===== config.mk =====
export PLATFORM = sky130hd
export DESIGN_NAME = bio_port
export DESIGN_NICKNAME = d
export VERILOG_FILES = /design/src/common/bio_pkg.sv /design/src/core/bio_out_buf.sv /design/src/core/bio_port.sv
export SDC_FILE = /design/constraint.sdc
export NUM_CORES = 1
export LEC_CHECK = 0
export ABC_AREA = 1
export BUFFER_PORTS_ARGS = -buffer_cell sky130_fd_sc_hd__buf_2
export CAP_MARGIN = 5
export CORE_MARGIN = 5
export CORE_UTILIZATION = 45
export CTS_CLUSTER_SIZE = 14
export DETAILED_ROUTE_END_ITERATION = 10
export PLACE_DENSITY = 0.74
export SYNTH_ARGS = -nofsm -noshare
export SYNTH_HDL_FRONTEND = slang
export SYNTH_SLANG_ARGS = --single-unit

===== constraint.sdc =====
create_clock -name clk -period 3.3 [get_ports clk]
set_input_delay 0 -clock clk [delete_from_list [all_inputs] [get_ports clk]]
set_output_delay 0 -clock clk [all_outputs]
set_load 0.02 [all_outputs]

===== src/common/bio_pkg.sv =====
// shared constants and carriers for the byte i/o bus port
// assumes a single 20 MHz microcycle clock and the package compiled first
package bio_pkg;

    // ----------------------------------------
    // clock and command coding
    // ----------------------------------------
    localparam int CLK_MHZ = 20;
    localparam logic [3:0] OP_CTRL = 4'h7;
    localparam logic [3:0] OP_LOAD_T = 4'h1;
    localparam int C_IO_BIT = 3;
    localparam logic [3:0] C_CLEAR = 4'h8;

    // ----------------------------------------
    // bus modes held in bus_mode_control
    // ----------------------------------------
    typedef enum logic [2:0] {
        MODE_IDLE = 3'b000,
        MODE_CTRL_OUT = 3'b001,
        MODE_DATA_OUT = 3'b010,
        MODE_SERIAL_SPACE = 3'b011,
        MODE_CONC_ACK = 3'b100,
        MODE_IRQ_ACK = 3'b101,
        MODE_DATA_IN = 3'b110,
        MODE_SPARE = 3'b111
    } bio_mode_type;
    localparam int MODE_INPUT_FLAG_BIT = 2;
    localparam bio_mode_type MODE_RESET = MODE_IDLE;

    // ----------------------------------------
    // condition_and_line_flags layout
    // ----------------------------------------
    localparam int FLAG_OVF = 0;
    localparam int FLAG_NEG = 1;
    localparam int FLAG_ZERO = 2;
    localparam int FLAG_CONC_REQ = 3;
    localparam int FLAG_INT_IRQ = 4;
    localparam int FLAG_REPLY = 5;
    localparam int FLAG_SERIAL = 6;
    localparam int FLAG_EXT_IRQ = 7;
    localparam logic [7:0] FLAGS_RESET = 8'h00;

    // ----------------------------------------
    // address byte and output transfer timing
    // ----------------------------------------
    localparam int FUNC_POS = 5;
    localparam int DEV_BITS = 5;
    localparam int STROBE_CLOCKS = 3;
    localparam logic [1:0] STROBE_LAST = 2'(STROBE_CLOCKS - 1);
    localparam logic [7:0] OD_RESET = 8'hFF;
    localparam logic [7:0] T_RESET = 8'h00;
    localparam logic [7:0] SRC_RESET = 8'h00;
    // low-active pins idle high, input bus and serial line idle low
    localparam logic [11:0] PIN_RESET = 12'h00E;

    typedef struct packed {
        logic [3:0] op;
        logic [3:0] c;
        logic [7:0] data;
    } bio_cmd_type;

    typedef struct packed {
        logic [2:0] func;
        logic [4:0] dev;
        logic [7:0] data;
    } bio_xfer_type;

    typedef struct packed {
        logic overflow;
        logic negative;
        logic zero;
        logic intIrq;
    } bio_cond_type;

endpackage


===== src/core/bio_out_buf.sv =====
// two-entry valid/ready buffer for queued output transfers
// assumes same clock as its user; ready on the fill side is registered
`timescale 1ns/100ps
module bio_out_buf #(
    parameter int WIDTH = 16,
    parameter int DEPTH = 2
) (
    input wire logic clk,
    input wire logic rst_n,
    input wire logic inValid,
    output logic inReady,
    input wire logic [WIDTH-1:0] inData,
    output logic outValid,
    input wire logic outReady,
    output logic [WIDTH-1:0] outData
);
    localparam int AW = (DEPTH > 1) ? $clog2(DEPTH) : 1;

    // pointers wrap by overflow, so only powers of two are served
    if (DEPTH < 2 || (DEPTH & (DEPTH - 1)) != 0 || WIDTH < 1) begin : g_bad_params
        $error("bio_out_buf: DEPTH must be a power of two >= 2");
    end

    logic [WIDTH-1:0] mem [DEPTH];
    logic [AW-1:0] wrPtr_q;
    logic [AW-1:0] rdPtr_q;
    logic [AW:0] count_q;
    logic [AW:0] count_d;
    logic inReady_q;

    wire push = inValid && inReady_q;
    wire pop = outValid && outReady;

    assign count_d = count_q + (AW+1)'(push) - (AW+1)'(pop);
    assign outValid = (count_q != '0);
    assign outData = mem[rdPtr_q];
    assign inReady = inReady_q;

    always_ff @(posedge clk) begin
        if (push) begin
            mem[wrPtr_q] <= inData;
        end
    end

    // ready is a flop so that the fill side sees a clean level
    always_ff @(posedge clk or negedge rst_n) begin
        if (!rst_n) begin
            wrPtr_q <= '0;
            rdPtr_q <= '0;
            count_q <= '0;
            inReady_q <= 1'b0;
        end else begin
            wrPtr_q <= wrPtr_q + AW'(push);
            rdPtr_q <= rdPtr_q + AW'(pop);
            count_q <= count_d;
            inReady_q <= (count_d < (AW+1)'(DEPTH));
        end
    end
endmodule


===== src/core/bio_port.sv =====
// processor end of the byte i/o bus: mode register, flags, output sequencer
// assumes microprogram commands arrive on clk; bus pins are asynchronous
`timescale 1ns/100ps

module bio_port (
    input wire logic clk,
    input wire logic rst_n,
    input wire logic cmdValid,
    output logic cmdReady,
    input wire bio_pkg::bio_cmd_type cmd,
    input wire bio_pkg::bio_cond_type cond,
    input wire logic xferValid,
    output logic xferReady,
    input wire bio_pkg::bio_xfer_type xfer,
    output logic [7:0] srcData,
    output logic srcValid,
    output logic [7:0] condFlags,
    output logic [7:0] outDataLines,
    output logic [2:0] modeLines,
    output logic xferDone,
    input wire logic [7:0] inBus,
    input wire logic extIrq_n,
    input wire logic ioReply_n,
    input wire logic concurrentReq_n,
    input wire logic serialIn
);
    import bio_pkg::*;

    // ----------------------------------------
    // pin synchronisers
    // ----------------------------------------
    // low-active lines reset high so no false request shows at release
    logic [11:0] pinS1_q;
    logic [11:0] pinS2_q;
    wire [11:0] pinRaw = {inBus, extIrq_n, ioReply_n, concurrentReq_n, serialIn};

    always_ff @(posedge clk or negedge rst_n) begin
        if (!rst_n) begin
            pinS1_q <= PIN_RESET;
            pinS2_q <= PIN_RESET;
        end else begin
            pinS1_q <= pinRaw;
            pinS2_q <= pinS1_q;
        end
    end

    wire [7:0] inBusS = pinS2_q[11:4];
    wire irqS_n = pinS2_q[3];
    wire replyS_n = pinS2_q[2];
    wire creqS_n = pinS2_q[1];
    wire serialS = pinS2_q[0];

    // ----------------------------------------
    // command decode
    // ----------------------------------------
    typedef enum logic [1:0] {
        SEQ_IDLE = 2'b00,
        SEQ_CODE = 2'b01,
        SEQ_GAP = 2'b10,
        SEQ_DATA = 2'b11
    } bio_seq_type;

    bio_seq_type seq_q;
    bio_seq_type seq_d;
    bio_mode_type mode_q;
    bio_mode_type mode_d;
    logic [1:0] cnt_q;
    logic [1:0] cnt_d;
    logic [7:0] tReg_q;
    logic [7:0] od_q;
    logic [7:0] od_d;
    logic [7:0] src_q;
    logic srcValid_q;
    logic [7:0] flags_q;
    logic cmdReady_q;
    logic done_q;
    bio_xfer_type xferQ_q;
    bio_xfer_type bufData;
    logic bufValid;

    function automatic logic [7:0] addr_byte(input bio_xfer_type x);
        addr_byte = {x.func, 1'b0, x.dev[DEV_BITS-2:0]};
    endfunction

    wire cmdFire = cmdValid && cmdReady_q;
    wire isCtrl = cmdFire && (cmd.op == OP_CTRL) && cmd.c[C_IO_BIT];
    wire isClear = isCtrl && (cmd.c == C_CLEAR);
    wire isSet = isCtrl && !isClear && (mode_q == MODE_IDLE);
    wire isLoadT = cmdFire && (cmd.op == OP_LOAD_T);
    wire inputFlag = mode_q[MODE_INPUT_FLAG_BIT];
    wire [7:0] srcSel = inputFlag ? inBusS : tReg_q;
    // sequencer only starts with the bus idle and no command competing
    wire seqStart = (seq_q == SEQ_IDLE) && bufValid && !cmdValid && (mode_q == MODE_IDLE);
    wire cntEnd = (cnt_q == 2'h0);

    // ----------------------------------------
    // mode register and output sequencer
    // ----------------------------------------
    always_comb begin
        seq_d = seq_q;
        mode_d = mode_q;
        cnt_d = cnt_q;
        od_d = od_q;
        case (seq_q)
            SEQ_IDLE: begin
                if (seqStart) begin
                    seq_d = SEQ_CODE;
                    mode_d = MODE_CTRL_OUT;
                    cnt_d = STROBE_LAST;
                    od_d = addr_byte(bufData);
                end else if (isClear) begin
                    mode_d = MODE_IDLE;
                end else if (isSet) begin
                    mode_d = bio_mode_type'(cmd.c[2:0]);
                end else if (isLoadT) begin
                    od_d = cmd.data;
                end
            end
            SEQ_CODE: begin
                cnt_d = cnt_q - 2'h1;
                if (cntEnd) begin
                    seq_d = SEQ_GAP;
                    mode_d = MODE_IDLE;
                    od_d = xferQ_q.data;
                end
            end
            SEQ_GAP: begin
                seq_d = SEQ_DATA;
                mode_d = MODE_DATA_OUT;
                cnt_d = STROBE_LAST;
            end
            SEQ_DATA: begin
                cnt_d = cnt_q - 2'h1;
                if (cntEnd) begin
                    seq_d = SEQ_IDLE;
                    mode_d = MODE_IDLE;
                end
            end
            default: begin
                seq_d = SEQ_IDLE;
                mode_d = MODE_IDLE;
            end
        endcase
    end

    always_ff @(posedge clk or negedge rst_n) begin
        if (!rst_n) begin
            seq_q <= SEQ_IDLE;
            mode_q <= MODE_RESET;
            cnt_q <= 2'h0;
            od_q <= OD_RESET;
            xferQ_q <= '0;
            cmdReady_q <= 1'b0;
            done_q <= 1'b0;
        end else begin
            seq_q <= seq_d;
            mode_q <= mode_d;
            cnt_q <= cnt_d;
            od_q <= od_d;
            if (seqStart) begin
                xferQ_q <= bufData;
            end
            cmdReady_q <= (seq_d == SEQ_IDLE);
            done_q <= (seq_q == SEQ_DATA) && cntEnd;
        end
    end

    // ----------------------------------------
    // T register, source data, flags
    // ----------------------------------------
    always_ff @(posedge clk or negedge rst_n) begin
        if (!rst_n) begin
            tReg_q <= T_RESET;
            src_q <= SRC_RESET;
            srcValid_q <= 1'b0;
            flags_q <= FLAGS_RESET;
        end else begin
            if (isLoadT) begin
                tReg_q <= cmd.data;
            end
            srcValid_q <= isCtrl;
            if (isCtrl) begin
                src_q <= srcSel;
            end
            flags_q <= {!irqS_n, serialS, !replyS_n, cond.intIrq,
                        !creqS_n, cond.zero, cond.negative, cond.overflow};
        end
    end

    bio_out_buf #(.WIDTH($bits(bio_xfer_type)), .DEPTH(2)) u_buf (
        .clk(clk),
        .rst_n(rst_n),
        .inValid(xferValid),
        .inReady(xferReady),
        .inData(xfer),
        .outValid(bufValid),
        .outReady(seqStart),
        .outData(bufData)
    );

    assign cmdReady = cmdReady_q;
    assign srcData = src_q;
    assign srcValid = srcValid_q;
    assign condFlags = flags_q;
    // data lines carry the false side of the output register
    assign outDataLines = ~od_q;
    assign modeLines = mode_q;
    assign xferDone = done_q;

    // ----------------------------------------
    // checks
    // ----------------------------------------
    property p_mode_hold;
        @(posedge clk) disable iff (!rst_n)
        (mode_q != MODE_IDLE) && !isClear && (seq_q == SEQ_IDLE) |=> $stable(mode_q);
    endproperty
    a_mode_hold: assert property (p_mode_hold) else $error("mode changed without clear");

    property p_set_mode;
        @(posedge clk) disable iff (!rst_n)
        isSet && !seqStart |=> modeLines == $past(cmd.c[2:0]);
    endproperty
    a_set_mode: assert property (p_set_mode) else $error("mode not loaded from c");

    property p_clear;
        @(posedge clk) disable iff (!rst_n)
        isClear && (seq_q == SEQ_IDLE) && !seqStart |=> modeLines == 3'h0;
    endproperty
    a_clear: assert property (p_clear) else $error("clear did not zero mode");

    property p_ignore_low_c;
        @(posedge clk) disable iff (!rst_n)
        cmdFire && (cmd.op == OP_CTRL) && !cmd.c[C_IO_BIT] && !seqStart |=> $stable(mode_q);
    endproperty
    a_ignore_low_c: assert property (p_ignore_low_c) else $error("c below 8 changed mode");

    property p_code_strobe;
        @(posedge clk) disable iff (!rst_n)
        seqStart |=> (modeLines == 3'h1 && outDataLines == ~addr_byte(xferQ_q))[*3]
            ##1 modeLines == 3'h0 ##1 modeLines == 3'h2;
    endproperty
    a_code_strobe: assert property (p_code_strobe) else $error("output sequence wrong");

    property p_od_inverted;
        @(posedge clk) disable iff (!rst_n)
        $rose(seq_q == SEQ_DATA) |-> outDataLines == ~xferQ_q.data;
    endproperty
    a_od_inverted: assert property (p_od_inverted) else $error("data lines not inverted");

    property p_src_sel;
        @(posedge clk) disable iff (!rst_n)
        isCtrl |=> srcValid && srcData == ($past(inputFlag) ? $past(inBusS) : $past(tReg_q));
    endproperty
    a_src_sel: assert property (p_src_sel) else $error("source select wrong");

    property p_line_flags;
        @(posedge clk) disable iff (!rst_n)
        ##1 condFlags[FLAG_EXT_IRQ] == !$past(irqS_n) && condFlags[FLAG_REPLY] == !$past(replyS_n)
            && condFlags[FLAG_CONC_REQ] == !$past(creqS_n);
    endproperty
    a_line_flags: assert property (p_line_flags) else $error("line flag wrong");

    property p_cond_flags;
        @(posedge clk) disable iff (!rst_n)
        ##1 condFlags[FLAG_OVF] == $past(cond.overflow) && condFlags[FLAG_ZERO] == $past(cond.zero)
            && condFlags[FLAG_NEG] == $past(cond.negative)
            && condFlags[FLAG_INT_IRQ] == $past(cond.intIrq)
            && condFlags[FLAG_SERIAL] == $past(serialS);
    endproperty
    a_cond_flags: assert property (p_cond_flags) else $error("condition flag wrong");

    c_xfer_done: cover property (@(posedge clk) disable iff (!rst_n) xferDone);
    c_irq_ack: cover property (@(posedge clk) disable iff (!rst_n) modeLines == 3'h5);
    c_input_src: cover property (@(posedge clk) disable iff (!rst_n) isCtrl && inputFlag);
    c_buf_full: cover property (@(posedge clk) disable iff (!rst_n) !xferReady);
endmodule


# After elaboration in Yosys (flattened, before gate mapping)
# Memory sizes are Yosys's and may differ from the RTL's.
# Cells that the tools add are included.
[totals] mem_count=1 word_cells=85 ram_bits=32 register_bits=79 output_inout_bits=31 inputBits=52
[classes] order_cmp=1 mux=20 addsub=5 n_eq_ne=13 reduce_logical=27 bitwise=1
[memory_table] name="u_buf.mem" words=2 width=16 rd=1 rd_clocked_by_memory_dff=0 write_ports=1 line_no="bio_out_buf.sv:24" text="logic [WIDTH-1:0] mem [DEPTH];"
[ops] operator="$mux 8" count=6
[ops] operator="$pmux 8 s2" count=1
[ops] operator="$logic_and 1x1->1" count=13
[ops] operator="$mux 3" count=4
[ops] operator="$ne 3x2->1 const B" count=3
[ops] operator="$pmux 3 s3" count=1
[ops] operator="$mux 2" count=4
[ops] operator="$not 8->8" count=1
[ops] operator="$pmux 2 s4" count=1
[ops] operator="$logic_not 2->1" count=3
[ops] operator="$pmux 2 s3" count=1
[ops] operator="$logic_not 1->1" count=5
[ops] operator="$reduce_and 5->1" count=1
[ops] operator="$eq 2x2->1 const B" count=2
[ops] operator="$eq 4x1->1 const B" count=1
[ops] operator="$eq 4x3->1 const B" count=1
[ops] operator="$eq 4x4->1 const B" count=1
[ops] operator="$ne 2x1->1 const B" count=2
[ops] operator="$ne 4x3->1 const B" count=1
[ops] operator="$reduce_bool 2->1" count=2
[ops] operator="$logic_not 3->1" count=1
[ops] operator="$add 1x1->1" count=2
[ops] operator="$add 2x1->2" count=1
[ops] operator="$eq 2x1->1 const B" count=1
[ops] operator="other kinds (7)" count=8

# Depth between registers and ports, before layout
[depth] ltp_word=11 mapped_depth=11 mapped_depth_nobuf=10

# Cells and area by module
# From an unflattened synthesis, not the netlist that was laid out.
[hier_totals] cells_unflattened=428 area_unflattened_um2=4404.2
[modules_own_cells] module="bio_port" seq_area_each_um2=1869.3 cells_per_inst=312 n_inst=1 area_per_inst_um2=2954.1
[modules_own_cells] module="bio_out_buf" seq_area_each_um2=1086.0 cells_per_inst=116 n_inst=1 area_per_inst_um2=1450.1

# Worst setup path before layout
# OpenSTA, ideal clock, no wires.
[synth_path] path_type="reg-to-reg" start="register mode_q[1], in the netlist modeLines[1]" end="register u_buf.count_q[1]" path_stages_with_launch=11 setup_time_ns=0.121 arrival_time_ns=1.860 path_slack_ns=1.319 required_time_ns=3.179 period_less_slack_ns=1.981 n_path_buf=1 path_cell_list="dfrtp_1 > nor2_2 > nand3_4 > nor2_8 > buf_12 > ha_1 > inv_1 > ha_1 > xor2_1 > xor2_1 > inv_1"
[synth_via] elab_chain_cells=4
[synth_rtl] item="start, declared" line_no="bio_port.sv:65" text="bio_mode_type mode_q;"
[synth_rtl] item="start signal, assigned" line_no="bio_port.sv:157" text="mode_q <= mode_d;"
[synth_rtl] item="$logic_not 3->1" line_no="bio_port.sv:93" text="wire seqStart = (seq_q == SEQ_IDLE) && bufValid && !cmdValid && (mode_q == MODE_IDLE);"
[synth_rtl] item="$logic_and 1x1->1" line_no="bio_port.sv:93"
[synth_rtl] item="$logic_and 1x1->1" line_no="bio_out_buf.sv:32" text="wire pop = outValid && outReady;"
[synth_rtl] item="$sub 2x1->2" line_no="bio_out_buf.sv:34" text="assign count_d = count_q + (AW+1)'(push) - (AW+1)'(pop);"
[synth_rtl] item="net u_buf.count_d[1]" line_no="bio_out_buf.sv:28" text="logic [AW:0] count_d;"
[synth_rtl] item="end signal, assigned" line_no="bio_out_buf.sv:55" text="count_q <= count_d;"
[synth_rtl] item="end, declared" line_no="bio_out_buf.sv:27" text="logic [AW:0] count_q;"
# The timed path passes the listed nets, and every way through them passes these cells.
# A chain may end at the register's enable or synchronous reset.

# Final worst setup path
[layout_path] start="register mode_q[2], in the netlist modeLines[2]" end="register u_buf.count_q[1]"
# The elaborated chain is that of the path after synthesis.

==> implementation parameters <==
Parameter                              Value

Run status
  Outcome ... completed

Pwr
  Leakage power of the design ... 0.002611 µW
  Cell Pwr Density ... 759.0 nW/µm²
  Max VDD drop ... 355.4 µV
  Overall power after layout ... 4077 µW

Logic synthesis
  Top FF cell, synth ... dfrtp_1
  Total of flip-flops plus latches after synthesis ... 109
  Number of synthesized flops with an enable pin ... 30
  Synth unique cells ... 30
  Syn Inst Count ... 376
  Ys Warns ... 0
  Most common cell in the synthesized netlist ... nand2_1
  Fraction of synthesis flops using an asynchronous set or reset pin ... 72.48%
  Post-Synthesis Net Count ... 433
  Most instantiated cells after synthesis ... 86 x nand2_1, 65 x dfrtp_1, 52 x inv_1
  Most area-consuming cells after synthesis ... dfrtp_1 38%, edfxtp_1 21%, dfstp_2 8.7%
  Top-area cell type share of the netlist area ... 38.48%
  Post-synthesis cell type with the largest combined area ... dfrtp_1
  Post-Synthesis Cell Area ... 4227 µm²
  Sequential element share of the synthesized area ... 68.50%
  Average footprint of a synthesized cell ... 11.24 µm²

Timing
  Slew @ Worst Pin ... 0.9622 ns
  Fraction of the cycle the final worst path needs ... 69.67%
  Number of setup violations in the final report ... 0
  Relative max-transition margin ... 35.85%
  Max-slew violations ... 0
  Setup_tns ... 0 ns
  Max Clock Freq ... 0.4349 GHz
  Period minus WS final ... 2.299 ns
  Post-route clock skew ... 0.01569 ns
  Fin. Hold Viols ... 0
  RSZ-0062 raised after global routing ... false

Floorplan
  Initial cell density of the core ... 45.96%
  Width of the chip ... 106.9 µm
  Count of pins on the block boundary ... 83
  Core Rows ... 35
  Core Box Area ... 9196 µm²
  Die Height ... 106.9 µm
  Die area ... 11430 µm²

Drt
  DRC Markers ... 0
  Routed met3 length ... 401 µm
  Wl on met1 ... 3.553 mm
  First DRT Iteration DRCs ... 102
  Per-cell via count in the routed design ... 4.559
  Routed wirelength normalized by instance count ... 12.93 µm
  Highest metal layer used by the detailed router ... met4
  Final routed wirelength across all metal layers ... 8.001 mm
  First-pass iteration count of the detailed router ... 4
  Remaining antenna violation count ... 0
  Met2 Routed Length ... 3.938 mm
  Routed vias ... 2822

Worst setup path
  Arrival @ worst endpoint ... 2.55 ns
  Required time at the endpoint of the critical path ... 3.55 ns
  Worst Setup Start Kind ... flop
  Setup slack on the worst flop-to-flop path ... 1.00 ns
  Reg-to-Reg Start ... modeLines[2]$_DFFE_PN0P_
  Category of the worst setup path capture point ... flop
  Cell depth of the worst flop-to-flop path ... 9
  Path type of the worst setup path ... flop to flop
  Critical R2R Capture ... u_buf.count_q[1]$_DFF_PN0_
  Crit path max fanout ... 14

Hold path
  Hold path endpoint ... srcValid$_DFF_PN0_
  Hold Path Stages ... 3
  Min-delay worst type ... primary input to flop
  Worst hold start ... cmd[12]

Cells and area
  Antenna diode count ... 0
  Area growth from synthesis to final layout ... 27.09%
  Fraction of final layout cells with drive strength greater than 1 ... 25.39%
  Final nets ... 560

Global route
  Initial antenna violation count ... 0
  Pin count of the biggest net entering global routing ... 80
  Total congestion overflow ... 0
  Number of global-route vias before repair ... 2841
  Global-route wire length before repair ... 13.52 mm
  Global router's overall resource usage ... 15.05%

Clock tree
  Clock tree from TritonCTS ... yes
  Depth of the CTS H-tree ... 3
  Cts bufs inserted ... 9
  CTS clock-pin slew for the worst setup and hold paths ... 0.10 ns
  # clock sinks ... 109
  Maximum clock path buffer count ... 2
  Clock latency of the later-clocked register in the worst-skew pair ... 0.37 ns
  Root buffer cell ... clkbuf_8

Place
  Quantity of I/O buffers inserted on ports ... 81
  DP Wirelength ... 5.389 mm
  Routability congestion estimate from global placement ... 0.7994

Job
  Maximum Capacitance Violations ... 0
[critical path, cell delays in order (launching register included)]
cell	delay (ns)
dfrtp_1	0.59
nor2_2	0.24
nand3_4	0.16
nor2_8	0.26
ha_1	0.29
inv_1	0.06
ha_1	0.15
xor2_1	0.17
xor2_1	0.22
inv_1	0.07
[routing by layer]
metal / vias up / global-route usage (%)
met5: - / 0
met4: 0 / 4.292
met3: 9 / 4.515
met2: 65 / 25.76
met1: 1301 / 18.50
li1: 1447 / -
[registers in the layout, summed over array words and instances, names as in the netlist, 2 cells and up]
signal         flops
tReg_q             8
od_q               8
u_buf.mem         30
modeLines          3
pinS2_q           12
xferQ_q            8
pinS1_q           12
seq_q              2
cnt_q              2
condFlags          8
u_buf.count_q      2
srcData            8
[cell type report]
cell class              count  area, µm²
flip-flops and latches    109       2895
inverters                  56      212.7
clock inverters             7      96.34
fillers                   785       3825
well taps                 111      138.9
multi-input cells         202       1056
repair buffers            125      848.3
clock buffers               9      123.9
[kinds of logic after synthesis]
kind of cell / after synthesis / share of synthesized area, %
fa+ha+maj: 5 / 1.480
mux: 7 / 1.658
xor+xnor: 3 / 0.6218
compound gates: 57 / 6.868
simple gates: 130 / 14.36
buf+inv: 65 / 6.513
flops: 109 / 68.50
[where the power goes]
group	switching (µW)	internal [µW]
clock network	438	432
registers	228	1760
logic	768	450
total	1430	2640
[what timing repair did]
item,4_1_cts,5_1_grt
setup endpoints to repair,0,0
endpoints found under the hold margin,124,0
buffers inserted,0,0
resized for setup,0,0
hold buffers,44,0
[how the worst max path moves through the flow]
stage	from	end	depth (start not counted)
after CTS	modeLines[2]$_DFFE_PN0P_	u_buf.count_q[1]$_DFF_PN0_	9
after detailed placement	modeLines[2]$_DFFE_PN0P_	u_buf.count_q[1]$_DFF_PN0_	9
final	modeLines[2]$_DFFE_PN0P_	u_buf.count_q[1]$_DFF_PN0_	9
after global placement	modeLines[2]$_DFFE_PN0P_	u_buf.count_q[1]$_DFF_PN0_	9
after global routing	modeLines[2]$_DFFE_PN0P_	u_buf.count_q[1]$_DFF_PN0_	9
after floorplan	modeLines[1]$_DFFE_PN0P_	u_buf.count_q[1]$_DFF_PN0_	10
[layout by cell type (no fill, tap or decap), drive strengths merged]
master       synthesis  final
edfxtp              30     30
nor2                20     20
nand3               12     12
nand2               95     95
dfrtp               65     65
buf                  6     81
o211ai               1      1
xor2                 3      3
clkinv               0      3
mux2i                7      7
nand4                2      2
bufinv               0      2
nand3b               1      1
a22oi                1      1
ha                   5      5
dlygate4sd3          0     44
dfstp               14     14
a21oi               13     13
clkbuf               3      9
o21ai               42     42
inv                 56     58
[per-stage QoR]
step                utilization [%]  setup slack, ns  instance area [µm²]  instances  hold WS (ns)
floorplan                         -            1.319                 4227        376       -0.2956
global placement              51.22            1.096                 4711        559        0.1063
detailed placement            51.22            1.001                 4711        559        0.1085
CTS                           58.41           0.9902                 5371        619       0.01766
global route                  58.41           0.8482                 5371        619       0.05028
finish                        58.41            1.001                 5371        619       0.03725
Note: power is estimated with default switching activity, not from simulation.
